## config.mk

```make
export PLATFORM = sky130hd
export DESIGN_NAME = rac_attr_bank
export DESIGN_NICKNAME = d
export VERILOG_FILES = /design/src/pkg/rac_pkg.sv /design/src/rtl/rac_bit_cell.sv /design/src/rtl/rac_attr_bank.sv
export SDC_FILE = /design/constraint.sdc
export NUM_CORES = 1
export LEC_CHECK = 0
export ABC_CLOCK_PERIOD_IN_PS = 2400
export BUFFER_PORTS_ARGS = -buffer_cell sky130_fd_sc_hd__clkbuf_2
export CAP_MARGIN = 10
export CORE_ASPECT_RATIO = 1.4
export CORE_UTILIZATION = 55
export DETAILED_ROUTE_END_ITERATION = 12
export PLACE_DENSITY = 0.77
export RECOVER_POWER = 25
export SYNTH_ARGS = -nofsm -noshare
export SYNTH_HDL_FRONTEND = slang
export SYNTH_SLANG_ARGS = --single-unit
```

## constraint.sdc

```tcl
create_clock -name mclk -period 2.4 [get_ports mclk]
set_input_delay 0.12 -clock mclk [delete_from_list [all_inputs] [get_ports mclk]]
set_output_delay 0.12 -clock mclk [all_outputs]
set_load 0.01 [all_outputs]
```

## src/pkg/rac_pkg.sv

```systemverilog
// package: attribute codes and reset constants for the register attribute cells
package rac_pkg;
   // =====================================================================
   // access attributes
   // =====================================================================
   typedef enum logic [3:0] {
      ATTR_READ_ONLY,
      ATTR_READ_WRITE,
      ATTR_SET_ON_READ_CLEAR_BY_ONE,
      ATTR_EVENT_SET_CLEAR_BY_ONE,
      ATTR_STICKY_EVENT_CLEAR_BY_ONE,
      ATTR_STICKY_READ_WRITE,
      ATTR_LOCKABLE_READ_WRITE,
      ATTR_SELF_CLEARING,
      ATTR_LOCKABLE_SELF_CLEARING,
      ATTR_WRITE_ONCE,
      ATTR_WRITE_ONLY
   } rac_attr_t;

   // =====================================================================
   // reset values and sizes
   // =====================================================================
   localparam int          RAC_DEF_WIDTH = 32;
   localparam logic [31:0] RAC_RST_VAL   = 32'h00000000;
   localparam logic        RAC_BIT_ZERO  = 1'h0;
   localparam logic        RAC_BIT_ONE   = 1'h1;
endpackage : rac_pkg

```

## src/rtl/rac_bit_cell.sv

```systemverilog
// one register bit cell with a selectable access attribute
`timescale 1ns/1ps
module rac_bit_cell
   import rac_pkg::*;
#(
   parameter rac_attr_t ATTR    = ATTR_READ_WRITE,
   parameter logic      RST_VAL = RAC_BIT_ZERO
) (
   input  wire logic mclk,
   input  wire logic warmRst,
   input  wire logic coldRst,
   input  wire logic wrEn,
   input  wire logic wrBit,
   input  wire logic rdEn,
   input  wire logic hwSet,
   input  wire logic hwClr,
   input  wire logic hwVal,
   input  wire logic lockBit,
   output logic      rdBit,
   output logic      storeBit,
   output logic      wrPulse
);
   // ======================================================================
   // next state
   // ======================================================================
   logic bit_ff;
   logic nxt_bit;
   logic written_ff;
   logic nxt_written;
   logic pulse_ff;
   logic nxt_pulse;
   logic sticky;

   assign sticky = (ATTR == ATTR_STICKY_EVENT_CLEAR_BY_ONE) || (ATTR == ATTR_STICKY_READ_WRITE);

   always_comb begin
      nxt_bit     = bit_ff;
      nxt_written = written_ff;
      nxt_pulse   = RAC_BIT_ZERO;
      case (ATTR)
         ATTR_READ_ONLY: begin
            nxt_bit = hwVal;
         end
         ATTR_READ_WRITE, ATTR_STICKY_READ_WRITE: begin
            if (wrEn) begin
               nxt_bit = wrBit;
            end
         end
         ATTR_LOCKABLE_READ_WRITE: begin
            if (wrEn && !lockBit) begin
               nxt_bit = wrBit;
            end
         end
         ATTR_SET_ON_READ_CLEAR_BY_ONE: begin
            if (wrEn && wrBit) begin
               nxt_bit = RAC_BIT_ZERO;
            end else if (rdEn) begin
               nxt_bit = RAC_BIT_ONE;
            end
         end
         ATTR_EVENT_SET_CLEAR_BY_ONE, ATTR_STICKY_EVENT_CLEAR_BY_ONE: begin
            // set wins so an event in the clearing cycle is kept
            if (hwSet) begin
               nxt_bit = RAC_BIT_ONE;
            end else if (wrEn && wrBit) begin
               nxt_bit = RAC_BIT_ZERO;
            end
         end
         ATTR_SELF_CLEARING, ATTR_LOCKABLE_SELF_CLEARING: begin
            if (wrEn && !(ATTR == ATTR_LOCKABLE_SELF_CLEARING && lockBit)) begin
               nxt_bit = wrBit;
            end else if (hwClr) begin
               nxt_bit = RAC_BIT_ZERO;
            end
         end
         ATTR_WRITE_ONCE: begin
            if (wrEn && !written_ff) begin
               nxt_bit     = wrBit;
               nxt_written = RAC_BIT_ONE;
            end
         end
         ATTR_WRITE_ONLY: begin
            nxt_bit   = RAC_BIT_ZERO;
            nxt_pulse = wrEn && wrBit;
         end
         default: begin
            nxt_bit = bit_ff;
         end
      endcase
   end

   // ======================================================================
   // registers
   // ======================================================================
   always_ff @(posedge mclk) begin
      // sticky cells ignore the warm reset
      if (coldRst || (warmRst && !sticky)) begin
         bit_ff     <= RST_VAL;
         written_ff <= RAC_BIT_ZERO;
         pulse_ff   <= RAC_BIT_ZERO;
      end else begin
         bit_ff     <= nxt_bit;
         written_ff <= nxt_written;
         pulse_ff   <= nxt_pulse;
      end
   end

   assign rdBit    = (ATTR == ATTR_WRITE_ONLY) ? RAC_BIT_ZERO : bit_ff;
   assign storeBit = bit_ff;
   assign wrPulse  = pulse_ff;
endmodule : rac_bit_cell

```

## src/rtl/rac_attr_bank.sv

```systemverilog
// bank of attribute cells behind a generic read/write port
//
// Operation
// - read-only bits ignore writes and show the hardware value.
// - read-write bits return last write, or reset value.
// - set-on-read bits become one when read, stay until written.
// - set-on-read bits clear on written one; written zero does nothing.
// - event bits set by hardware; written one clears, zero ignored.
// - clear-by-one bits: written one clears, written zero keeps value.
// - sticky event bits behave as event bits and survive warm reset.
// - sticky read-write bits are read-write and survive warm reset.
// - sticky bits are reset only by cold reset.
// - lockable fields take writes only while lock bit clear.
// - self-clearing bits are writable; hardware may clear them.
// - lockable self-clearing bits ignore writes while locked.
// - write-once bits take the first write after reset only.
// - written write-once bits clear only on reset.
// - write-only bits always read as zero.
// - write-only bits give a side effect and keep nothing.
`timescale 1ns/1ps
module rac_attr_bank
   import rac_pkg::*;
#(
   parameter int WIDTH = RAC_DEF_WIDTH
) (
   input  wire logic             mclk,
   input  wire logic             sys_rst,
   input  wire logic             coldRst,
   input  wire logic             rdEn,
   input  wire logic             wrEn,
   input  wire logic [3:0]       attrSel,
   input  wire logic [WIDTH-1:0] wrData,
   input  wire logic [WIDTH-1:0] hwSet,
   input  wire logic [WIDTH-1:0] hwClr,
   input  wire logic [WIDTH-1:0] hwVal,
   output logic      [WIDTH-1:0] rdData,
   output logic                  rdValid,
   output logic      [WIDTH-1:0] fieldVal,
   output logic      [WIDTH-1:0] wrPulse
);
   // ======================================================================
   // parameter check
   // ======================================================================
   // word count follows the attribute list, so a new attribute adds a word to the bank
   localparam int NUM_ATTR  = int'(ATTR_WRITE_ONLY) + 1;
   localparam int MAX_WIDTH = $bits(RAC_RST_VAL);
   localparam int SEL_SPAN  = 1 << $bits(attrSel);

   // reset values come from one package word, so a wider bank has none to take
   if (WIDTH < 1 || WIDTH > MAX_WIDTH) begin : gBadWidth
      $error("rac_attr_bank: WIDTH out of range");
   end

   // a select too narrow would leave the top words unreachable
   if (NUM_ATTR > SEL_SPAN) begin : gBadSel
      $error("rac_attr_bank: attribute select cannot reach every word");
   end

   // ======================================================================
   // word decode: one write and one read strobe per attribute word
   // ======================================================================
   logic [NUM_ATTR-1:0] wrHit;
   logic [NUM_ATTR-1:0] rdHit;
   logic                selOk;

   // codes past the last word hit nothing, so stray writes are dropped and stray reads return zero
   always_comb begin
      wrHit = '0;
      rdHit = '0;
      selOk = RAC_BIT_ZERO;
      case (attrSel)
         ATTR_READ_ONLY: begin
            wrHit[ATTR_READ_ONLY] = wrEn;
            rdHit[ATTR_READ_ONLY] = rdEn;
            selOk = RAC_BIT_ONE;
         end
         ATTR_READ_WRITE: begin
            wrHit[ATTR_READ_WRITE] = wrEn;
            rdHit[ATTR_READ_WRITE] = rdEn;
            selOk = RAC_BIT_ONE;
         end
         ATTR_SET_ON_READ_CLEAR_BY_ONE: begin
            wrHit[ATTR_SET_ON_READ_CLEAR_BY_ONE] = wrEn;
            rdHit[ATTR_SET_ON_READ_CLEAR_BY_ONE] = rdEn;
            selOk = RAC_BIT_ONE;
         end
         ATTR_EVENT_SET_CLEAR_BY_ONE: begin
            wrHit[ATTR_EVENT_SET_CLEAR_BY_ONE] = wrEn;
            rdHit[ATTR_EVENT_SET_CLEAR_BY_ONE] = rdEn;
            selOk = RAC_BIT_ONE;
         end
         ATTR_STICKY_EVENT_CLEAR_BY_ONE: begin
            wrHit[ATTR_STICKY_EVENT_CLEAR_BY_ONE] = wrEn;
            rdHit[ATTR_STICKY_EVENT_CLEAR_BY_ONE] = rdEn;
            selOk = RAC_BIT_ONE;
         end
         ATTR_STICKY_READ_WRITE: begin
            wrHit[ATTR_STICKY_READ_WRITE] = wrEn;
            rdHit[ATTR_STICKY_READ_WRITE] = rdEn;
            selOk = RAC_BIT_ONE;
         end
         ATTR_LOCKABLE_READ_WRITE: begin
            wrHit[ATTR_LOCKABLE_READ_WRITE] = wrEn;
            rdHit[ATTR_LOCKABLE_READ_WRITE] = rdEn;
            selOk = RAC_BIT_ONE;
         end
         ATTR_SELF_CLEARING: begin
            wrHit[ATTR_SELF_CLEARING] = wrEn;
            rdHit[ATTR_SELF_CLEARING] = rdEn;
            selOk = RAC_BIT_ONE;
         end
         ATTR_LOCKABLE_SELF_CLEARING: begin
            wrHit[ATTR_LOCKABLE_SELF_CLEARING] = wrEn;
            rdHit[ATTR_LOCKABLE_SELF_CLEARING] = rdEn;
            selOk = RAC_BIT_ONE;
         end
         ATTR_WRITE_ONCE: begin
            wrHit[ATTR_WRITE_ONCE] = wrEn;
            rdHit[ATTR_WRITE_ONCE] = rdEn;
            selOk = RAC_BIT_ONE;
         end
         ATTR_WRITE_ONLY: begin
            wrHit[ATTR_WRITE_ONLY] = wrEn;
            rdHit[ATTR_WRITE_ONLY] = rdEn;
            selOk = RAC_BIT_ONE;
         end
         default: begin
            wrHit = '0;
            rdHit = '0;
            selOk = RAC_BIT_ZERO;
         end
      endcase
   end

   // ======================================================================
   // lock bit: the lockable read-write word top bit (WIDTH-1) guards both lockable words
   // ======================================================================
   logic [WIDTH-1:0] cellRd    [NUM_ATTR];
   logic [WIDTH-1:0] cellStore [NUM_ATTR];
   logic [WIDTH-1:0] cellPulse [NUM_ATTR];
   logic             lockBit;
   logic             lock_ff;
   logic             nxt_lock;
   logic             lockWrite;

   // the lock only ever arms; a reset is the one way to open it again
   always_comb begin
      lockWrite = wrHit[ATTR_LOCKABLE_READ_WRITE] && wrData[WIDTH-1];
      nxt_lock  = lock_ff;
      if (lockWrite) begin
         nxt_lock = RAC_BIT_ONE;
      end
   end

   always_ff @(posedge mclk) begin
      if (sys_rst || coldRst) begin
         lock_ff <= RAC_BIT_ZERO;
      end else begin
         lock_ff <= nxt_lock;
      end
   end

   assign lockBit = lock_ff;

   // ======================================================================
   // cells, one word per attribute
   // ======================================================================
   // one cell per bit; repeating the cell keeps every attribute in one place
   for (genvar a = 0; a < NUM_ATTR; a++) begin : gAttr
      for (genvar b = 0; b < WIDTH; b++) begin : gBit
         rac_bit_cell #(
            .ATTR    (rac_attr_t'(a)),
            .RST_VAL (RAC_RST_VAL[b])
         ) uCell (
            .mclk     (mclk),
            .warmRst  (sys_rst),
            .coldRst  (coldRst),
            .wrEn     (wrHit[a]),
            .wrBit    (wrData[b]),
            .rdEn     (rdHit[a]),
            .hwSet    (hwSet[b]),
            .hwClr    (hwClr[b]),
            .hwVal    (hwVal[b]),
            .lockBit  (lockBit),
            .rdBit    (cellRd[a][b]),
            .storeBit (cellStore[a][b]),
            .wrPulse  (cellPulse[a][b])
         );
      end
   end

   // ======================================================================
   // read port and outputs, all registered
   // ======================================================================
   logic [WIDTH-1:0] rdData_ff;
   logic [WIDTH-1:0] nxt_rdData;
   logic             rdValid_ff;
   logic             nxt_rdValid;
   logic [WIDTH-1:0] field_ff;
   logic [WIDTH-1:0] nxt_field;
   logic [WIDTH-1:0] rdWord;
   logic [WIDTH-1:0] stWord;

   // word select shared by the read data and the field view
   always_comb begin
      rdWord = '0;
      stWord = '0;
      case (attrSel)
         ATTR_READ_ONLY: begin
            rdWord = cellRd[ATTR_READ_ONLY];
            stWord = cellStore[ATTR_READ_ONLY];
         end
         ATTR_READ_WRITE: begin
            rdWord = cellRd[ATTR_READ_WRITE];
            stWord = cellStore[ATTR_READ_WRITE];
         end
         ATTR_SET_ON_READ_CLEAR_BY_ONE: begin
            rdWord = cellRd[ATTR_SET_ON_READ_CLEAR_BY_ONE];
            stWord = cellStore[ATTR_SET_ON_READ_CLEAR_BY_ONE];
         end
         ATTR_EVENT_SET_CLEAR_BY_ONE: begin
            rdWord = cellRd[ATTR_EVENT_SET_CLEAR_BY_ONE];
            stWord = cellStore[ATTR_EVENT_SET_CLEAR_BY_ONE];
         end
         ATTR_STICKY_EVENT_CLEAR_BY_ONE: begin
            rdWord = cellRd[ATTR_STICKY_EVENT_CLEAR_BY_ONE];
            stWord = cellStore[ATTR_STICKY_EVENT_CLEAR_BY_ONE];
         end
         ATTR_STICKY_READ_WRITE: begin
            rdWord = cellRd[ATTR_STICKY_READ_WRITE];
            stWord = cellStore[ATTR_STICKY_READ_WRITE];
         end
         ATTR_LOCKABLE_READ_WRITE: begin
            rdWord = cellRd[ATTR_LOCKABLE_READ_WRITE];
            stWord = cellStore[ATTR_LOCKABLE_READ_WRITE];
         end
         ATTR_SELF_CLEARING: begin
            rdWord = cellRd[ATTR_SELF_CLEARING];
            stWord = cellStore[ATTR_SELF_CLEARING];
         end
         ATTR_LOCKABLE_SELF_CLEARING: begin
            rdWord = cellRd[ATTR_LOCKABLE_SELF_CLEARING];
            stWord = cellStore[ATTR_LOCKABLE_SELF_CLEARING];
         end
         ATTR_WRITE_ONCE: begin
            rdWord = cellRd[ATTR_WRITE_ONCE];
            stWord = cellStore[ATTR_WRITE_ONCE];
         end
         ATTR_WRITE_ONLY: begin
            rdWord = cellRd[ATTR_WRITE_ONLY];
            stWord = cellStore[ATTR_WRITE_ONLY];
         end
         default: begin
            rdWord = '0;
            stWord = '0;
         end
      endcase
   end

   // read returns the value before any read side effect lands
   always_comb begin
      nxt_rdData  = rdData_ff;
      nxt_rdValid = rdEn;
      if (rdEn && selOk) begin
         nxt_rdData = rdWord;
      end else if (rdEn) begin
         nxt_rdData = '0;
      end
   end

   always_ff @(posedge mclk) begin
      if (sys_rst || coldRst) begin
         rdData_ff  <= '0;
         rdValid_ff <= RAC_BIT_ZERO;
      end else begin
         rdData_ff  <= nxt_rdData;
         rdValid_ff <= nxt_rdValid;
      end
   end

   // the field view trails the select by one cycle, like every registered output
   always_comb begin
      nxt_field = '0;
      if (selOk) begin
         nxt_field = stWord;
      end
   end

   always_ff @(posedge mclk) begin
      if (sys_rst || coldRst) begin
         field_ff <= '0;
      end else begin
         field_ff <= nxt_field;
      end
   end

   assign rdData   = rdData_ff;
   assign rdValid  = rdValid_ff;
   assign fieldVal = field_ff;
   assign wrPulse  = cellPulse[ATTR_WRITE_ONLY];
endmodule : rac_attr_bank

```

==> results of run 1 <==
[worst max-delay path: cells and delay by family]
family          cells  cell delay (ns)
compound gates      1             0.17
simple gates        4             0.79
buf+inv             4             1.64
[metal layers]
metal  global-route usage (%)  up-vias
met3                     8.17      278
li1                         -     7612
met1                     43.1     7905
met2                     57.8     1127
met5                        0        -
met4                     22.4        0
[cell type report]
type / count / area share [%]
sequential: 450 / 41.5
antenna: 1 / 0.0115
clock buffer: 66 / 6.25
multi-input combinational: 1411 / 35.2
clock inverter: 7 / 0.392
tap: 395 / 2.28
inverter: 2 / 0.0346
timing repair buffer: 453 / 14.3
[worst max-delay path by stage]
stage	from	to	cells past startpoint	slack, ns
2_1_floorplan	attrSel[0]	rdData[5]	8	0.97
3_3_place_gp	attrSel[0]	gAttr[8].gBit[0].uCell.rdBit	8	0.15
3_5_place_dp	attrSel[0]	gAttr[8].gBit[20].uCell.rdBit	8	0.1
4_1_cts	wrEn	gAttr[3].gBit[18].uCell.rdBit	9	0.24
5_1_grt	wrEn	gAttr[3].gBit[3].uCell.rdBit	9	0.07
6_report	wrEn	gAttr[3].gBit[3].uCell.rdBit	9	0.08
[sequential cells by signal, summed over array words and instances, names as in the netlist]
register	count
fieldVal	32
gAttr.gBit.uCell.rdBit	320
gAttr.gBit.uCell.wrPulse	32
gAttr.gBit.uCell.written_ff	32
lockBit	1
rdData	32
rdValid	1
[report_power, final]
part | total (mW) | switching [mW] | internal [mW]
Combinational | 1.21 | 0.747 | 0.461
Clock | 6.96 | 2.88 | 4.08
Sequential | 7.66 | 0.0704 | 7.59
[metrics by stage]
step	utilization [%]	cell area, um^2	hold WS [ns]	power, mW
finish	68.4	21700	0.0853	15.8
global route	68.4	21700	0.0876	16.2
CTS	68.8	21800	0.0578	15.8
detailed placement	59.9	19000	0.323	8.80
global placement	59.9	19000	0.319	8.78
floorplan	-	17800	0.237	8.38
[placed cells by master, fill, tap and decap left out, types with 53 or more instances in the layout]
| master | Yosys | final |
|---|---|---|
| a21oi_1 | 264 | 264 |
| a22oi_1 | 53 | 53 |
| and2_1 | 68 | 54 |
| buf_4 | 52 | 73 |
| clkbuf_1 | 94 | 105 |
| clkbuf_2 | 2 | 135 |
| dfxtp_1 | 450 | 450 |
| dlygate4sd3_1 | 0 | 139 |
| mux2i_1 | 62 | 62 |
| nand2_1 | 359 | 359 |
| nor2_1 | 263 | 262 |
[cells by family (layout without fill, tap and decap cells)]
| logic type | count (synthesis) | after routing | share of synthesized area [%] |
|---|---|---|---|
| and+or+nand+nor | 826 | 826 | 21.2 |
| AOI/OAI and AO/OA | 521 | 521 | 17.8 |
| DFF | 450 | 450 | 50.5 |
| buffers and inverters | 219 | 528 | 6.84 |
| muxes | 64 | 64 | 3.61 |
| other | 0 | 1 | 0 |
[timing repair]
| action | CTS | global route |
|---|---|---|
| hold buffers | 139 | 0 |
| endpoints found under the hold margin | 341 | 0 |
| resized for setup | 0 | 0 |
==> run summary, run 1 <==
The run finished with clean final reports. Number of violations of the max-capacitance limit: 0. The worst register-to-register path ends at rdData[30]. Worst max-slew margin expressed relative to the limit: 19.5%. Of all flip-flops after synthesis, the portion carrying an async set or reset was 0%. Across all setup checks in the final design, the least slack found is 0.0834 ns. For flop-to-flop paths, the worst setup slack is 0.83 ns. The slowest cell on the critical path was dlygate4sd3_1. The worst endpoint required time was 2.83 ns; the routability congestion estimate from global placement was 0.940. Entering global routing, the biggest net connects 151 pins. The mean routed wirelength per cell works out to 21.9 um.

Fill cells in the final layout number 2498. For this run, the total global-route usage over all layers was measured as 35.8%. The synthesized design contains 0 enable-type register cells. The initialized floorplan defines 77 standard-cell rows. The analysis attributes to cell leakage a power of 8.04 nW. For this run, design rule violations remaining after detail routing come to 0. The signal on the critical path passes through dlygate4sd3_1 -> clkbuf_2 -> nor2b_2 -> and3_1 -> buf_4 -> nand2_1 -> a21oi_1 -> dlygate4sd3_1 -> nor2_1. The floorplan step defined a die boundary enclosing 0.0331 mm^2. The cell type contributing the most total cell area after synthesis is dfxtp_1.

By area the synthesized netlist is led by dfxtp_1 (51%), nand2_1 (7.6%), a21oi_1 (7.4%). The tools report the library cell used as clock root buffer as clkbuf_16. After synthesis, flip-flops and latches occupy 50.5% of the total area.

The tools report the post-synthesis instance total as 2080. For this configuration, the core starts out at a cell density of 56.2%. The core box area was 0.0317 mm^2. The detailed router used layers up to and including met4. The length of the first detailed-routing pass in iterations is 6. The tools report the total routed wire length on the met1 layer as 22500 um. In the synthesized netlist, the cells that appear most often are dfxtp_1 (450), nand2_1 (359), a21oi_1 (264), nor2_1 (263), clkbuf_1 (94). Along the worst hold path, the cell count comes to 3. The most common cell in the netlist is dfxtp_1.

The startpoint identified for the worst register-to-register timing path is gAttr[4].gBit[30].uCell.rdBit. The final worst clock skew was 0.0136 ns; the number of synthesized register bits was 450. In the final layout, the share of cells above drive strength 1 is 13.2%.

The number of slew-limit violations in the final report was 0; the y dimension of the die was 215 um. The total global routing overflow was 0; the number of clock buffers inserted by TritonCTS was 42. Dividing total power by cell area gives a power density of 730 mW/mm^2.

The tightest min-delay check is of the input pin to flip-flop type. Buffers placed on the I/O ports in this run total 233. The first global-routing pass estimated 91000 um of wire. The initial antenna violation count is 1, and the synthesized netlist net count is 2217.

Setup repair after global routing left no endpoint under its margin. In the final layout, the multi-input gates occupy 0.00762 mm^2. The type of element capturing the critical path is a flip-flop. Once detail routing completed, the nets flagged for antenna violations numbered 0. The worst slack after detailed placement was 0.0954 ns; the average vias per placed instance was 6.08. On the worst path, the slowest cell contributes a delay of 0.56 ns.

Dividing the synthesized area by the synthesized cell count gives 8.57 um^2. The final layout contains routed wiring with a total length of 61000 um. In this run, the number of DRC markers left after iteration 0 of detailed routing was 2021. TritonCTS built the clock tree.

The number of global-route vias before repair was 16242; the share of the synthesized area in the top cell type was 50.5%. Derived from the worst setup path, the maximum achievable clock frequency is 432 MHz. For this run, the number of Yosys warnings is 0. The final critical path takes up 96.5% of the cycle.

The run gives 16922 as the via count of the routed design. At the pin with the least slew margin, the transition time is 1.21 ns. The area growth from synthesis to layout is 21.7%.

The worst setup path category was input pin to flip-flop. The setup total negative slack was 0 ns; the final net count was 2497. For the total standard cell area after synthesis, the log shows 0.0178 mm^2. The maximum level of the CTS H-tree is 2, and the number of distinct standard cells referenced by the synthesized netlist is 57. The clock net in this run drives a total of 450 sinks.

For the number of endpoints with negative hold slack in the final report, the log shows 0. The startpoint of the lowest-slack hold path was wrData[20]. The most used flip-flop cell after synthesis is dfxtp_1. The insertion delay of the later-clocked pin in the worst-skew pair is 0.56 ns. The path with the worst hold slack has its endpoint at gAttr[1].gBit[20].uCell.rdBit. During I/O placement, the number of pins put on the boundary was 234. The clock-pin slew of the registers on the worst-case setup and hold paths works out to 0.06 ns. The tools report the total of endpoints with negative setup slack in the final report as 0.

Among the stages of the critical path, the cell type that occurs most often is dlygate4sd3_1. The HPWL after detailed placement is 38700 um. From left edge to right edge, the die measures 154 um. The number of placed instances, taps included, is 2572. No sink is reached through more buffers than the 3 on the longest clock path. In this run the worst path has a maximum fanout of 18. VDD sags by at most 0.487 mV. The logs give 2.74 ns for the data arrival at the endpoint of the critical path and 2785 for the final instance count without filler cells.

After detailed routing, the met2 layer carries 27800 um of wire. The sequential cells in the finished layout cover a total of 0.00901 mm^2. The worst setup path is launched from an input pin. The minimum period implied by the final worst setup slack is 2.32 ns, and the post-CTS setup repair buffer count is 0. Detailed routing placed a total of 6860 um of wire on met3.

Counting cells, the worst reg-to-reg path comes to 4.
Power figures use the tool's default switching activity.
==> run 2: changes to the inputs <==
--- a/config.mk
+++ b/config.mk
@@ -5,13 +5,13 @@
 export SDC_FILE = /design/constraint.sdc
 export NUM_CORES = 1
 export LEC_CHECK = 0
-export ABC_CLOCK_PERIOD_IN_PS = 2400
+export ABC_CLOCK_PERIOD_IN_PS = 2020
 export BUFFER_PORTS_ARGS = -buffer_cell sky130_fd_sc_hd__clkbuf_2
 export CAP_MARGIN = 10
 export CORE_ASPECT_RATIO = 1.4
-export CORE_UTILIZATION = 55
+export CORE_UTILIZATION = 52
 export DETAILED_ROUTE_END_ITERATION = 12
-export PLACE_DENSITY = 0.77
+export PLACE_DENSITY = 0.76
 export RECOVER_POWER = 25
 export SYNTH_ARGS = -nofsm -noshare
 export SYNTH_HDL_FRONTEND = slang
==> constraint.sdc (replaced) <==
create_clock -name mclk -period 2.02 [get_ports mclk]
set_input_delay 0.101 -clock mclk [delete_from_list [all_inputs] [get_ports mclk]]
set_output_delay 0.101 -clock mclk [all_outputs]
set_load 0.01 [all_outputs]
==> run summary, run 2 (synthesis gave the netlist of run 1 again) <==
The logs give 2 (unchanged) for the maximum level of the CTS H-tree and 0 (unchanged) for the total global routing overflow. The initial antenna violation count is 0 (was 1). The via count of the routed design was 16953 (was 16922). The final worst hold slack was 0.152 ns (was 0.0853 ns); the core box area was 0.0335 mm^2 (was 0.0317 mm^2).

The residual antenna-violating net count after detailed routing is 0 (unchanged). The flip-flop count of the largest register after layout was 320 (unchanged). Worst setup path category: input pin to flip-flop (unchanged). Y dimension of the die: 221 um (was 215 um). The tools report the final wirelength as 61900 um (was 61000 um).

The boundary pin count is 234 (unchanged). For the finished layout, the period the worst path requires is 1.95 ns. The final net count was 2530 (was 2497); the share of the cycle needed by the critical path after routing was 96.4%.

For the setup total negative slack, the log shows 0 ns (unchanged). The library cell used as clock root buffer is clkbuf_16 (unchanged). The die width was 158 um (was 154 um). For the wire length of the first global-routing pass, the log shows 93400 um (was 91000 um). The average vias per placed instance was 5.91 (was 6.08); the initial core utilization was 53.2% (was 56.2%). The number of global-route vias before repair was 16514 (was 16242). The type of element capturing the critical path was a flip-flop (unchanged). The run gives 450 (unchanged) as the clock net sink count. The mean routed wirelength per cell is 21.6 um (was 21.9 um). The signed area change from the synthesized netlist to the final layout works out to 25.1% (was 21.7%).

The total track usage was 35.2% (was 35.8%). The number of gates given a new drive strength after cts was 0 (unchanged); the power per unit of standard cell area was 866 mW/mm^2 (was 730 mW/mm^2). The cell count of the worst reg-to-reg path is 6 (was 4), and the number of buffers on the longest clock path is 3 (unchanged).

The maximum fanout along the worst path came out at 16 (was 18). The tools report the half-perimeter wire length after placement as 39500 um (was 38700 um). The flow ran to the end, and the final reports show no timing, DRC or antenna violations.

The clock-pin slew of the registers on the worst-case setup and hold paths is 0.06 ns (about the same). The leakage power figure was 8.28 nW (was 8.04 nW); the number of clock buffers inserted by TritonCTS was 42 (unchanged). TritonCTS built the clock tree. The transition time at the pin with the least slew margin was 0.972 ns (was 1.21 ns); the total of endpoints with negative setup slack in the final report was 0 (unchanged).

The final worst clock skew is 0.0120 ns (was 0.0136 ns). The worst slack after detailed placement was -0.0514 ns (was 0.0954 ns). The number of endpoints with negative hold slack in the final report was 0 (unchanged).

The tools report the utilization after layout as 66.6% (was 68.4%). The worst max-slew margin expressed relative to the limit was 35.2% (was 19.5%); the number of violations of the max-capacitance limit was 0 (unchanged). The worst endpoint required time is 2.42 ns (was 2.83 ns), and the final instance count without filler cells is 2870 (was 2785). The total number of placement rows was 79 (was 77). Data arrival at the endpoint of the critical path: 2.35 ns (was 2.74 ns). Crit-path cells: clkbuf_2 -> buf_4 -> nor2b_2 -> and3_1 -> buf_12 -> nand2_1 -> a21oi_1 -> dlygate4sd3_1 -> nor2_1 (was dlygate4sd3_1 -> clkbuf_2 -> nor2b_2 -> and3_1 -> buf_4 -> nand2_1 -> a21oi_1 -> dlygate4sd3_1 -> nor2_1). The length of the first detailed-routing pass in iterations was 6 (unchanged); the post-CTS setup repair buffer count was 0 (unchanged).

Routability congestion estimate from global placement: 0.916 (was 0.940). The worst min-delay path class is input pin to flip-flop (unchanged). The largest delay contributor family on the critical path is buffers and inverters (unchanged).

Slowest cell on the critical path: dlygate4sd3_1 (unchanged). The logs give 0 (unchanged) for the number of slew-limit violations in the final report and 0.0223 mm^2 (was 0.0217 mm^2) for the summed area of non-filler cells in the final layout. The run gives 19.3 mW (was 15.8 mW) as the overall power consumption.

The floorplan die area is 0.0350 mm^2 (was 0.0331 mm^2). Setup repair after global routing left no endpoint under its margin. The number of buffers and inverters on the critical path works out to 4 (unchanged). The run gives 0.56 ns (about the same) as the insertion delay of the later-clocked pin in the worst-skew pair. For the total DRC errors in the routed layout, the log shows 0 (unchanged). The tools report the count of placed standard cells including taps as 2645 (was 2572).

The worst IR drop on VDD is 0.537 mV (was 0.487 mV). The most common cell after layout, fill and taps aside is dfxtp_1 (unchanged). The tools report the kind of start point of the critical path as an input pin (unchanged).

The iteration-0 DRC count of the detailed router is 1829 (was 2021), and the peak clock frequency supported by timing is 514 MHz. The number of cells on the worst hold path came out at 3 (unchanged). The critical path depth came out at 9 (unchanged).

The delay contributed by the slowest stage of the critical path works out to 0.58 ns (was 0.56 ns). The tools report the maximum number of pins on one net before global-route repair as 136 (was 151). The final worst-path setup slack is 0.0726 ns (was 0.0834 ns). The number of buffer cells added on primary ports was 233 (unchanged); the fraction of layout instances using a drive strength above 1 was 14.1% (was 13.2%).

Commonest non-fill, non-tap cells in the layout: dfxtp_1 (450), nand2_1 (359), a21oi_1 (264) (unchanged). The run gives 0.0194 mm^2 (was 0.0190 mm^2) as the cell area after placement.
-- run 2: path summary, 6_finish.rpt --
| check | slack (ns) | end | from |
|---|---|---|---|
| min | 0.15 | rdValid | sys_rst |
| max reg2reg | 0.43 | gAttr[8].gBit[4].uCell.rdBit | lockBit |
| max | 0.07 | gAttr[3].gBit[12].uCell.rdBit | attrSel[3] |
| min reg2reg | 0.45 | rdData[17] | rdData[17] |
-- run 2: what timing repair did --
item | 4_1_cts | 5_1_grt
endpoints found under the setup margin | 0 | 0
hold endpoints to repair | 349 | 0
hold buffers | 149 | 0
-- run 2: power breakdown --
part | internal, mW | total, mW | switching [mW]
Clock | 5.28 | 8.71 | 3.43
Combinational | 0.608 | 1.50 | 0.889
Sequential | 9.02 | 9.10 | 0.0852
-- run 2: worst min-delay path, cell delays in order --
cell and delay (ns):
clkbuf_2 0.10, nor2_1 0.16, and2_1 0.27
-- run 2: final cells by class --
type                    count  area (um^2)
diodes                      1         2.50
clock buffers              61         1280
clock inverters            14          250
fillers                  2654        11200
inverters                   2         7.51
multi-input cells        1411         7620
flip-flops and latches    450         9010
well taps                 445          557
repair buffers            486         3580
-- run 2: metal layers --
layer  GRT usage, %  part of all wire, %  vias up
met4           20.5                  5.9        0
met3           6.37                  9.9      246
li1               -                    -     7682
met1           44.4                   38     8005
met5              0                    0        -
met2           55.6                   46     1020
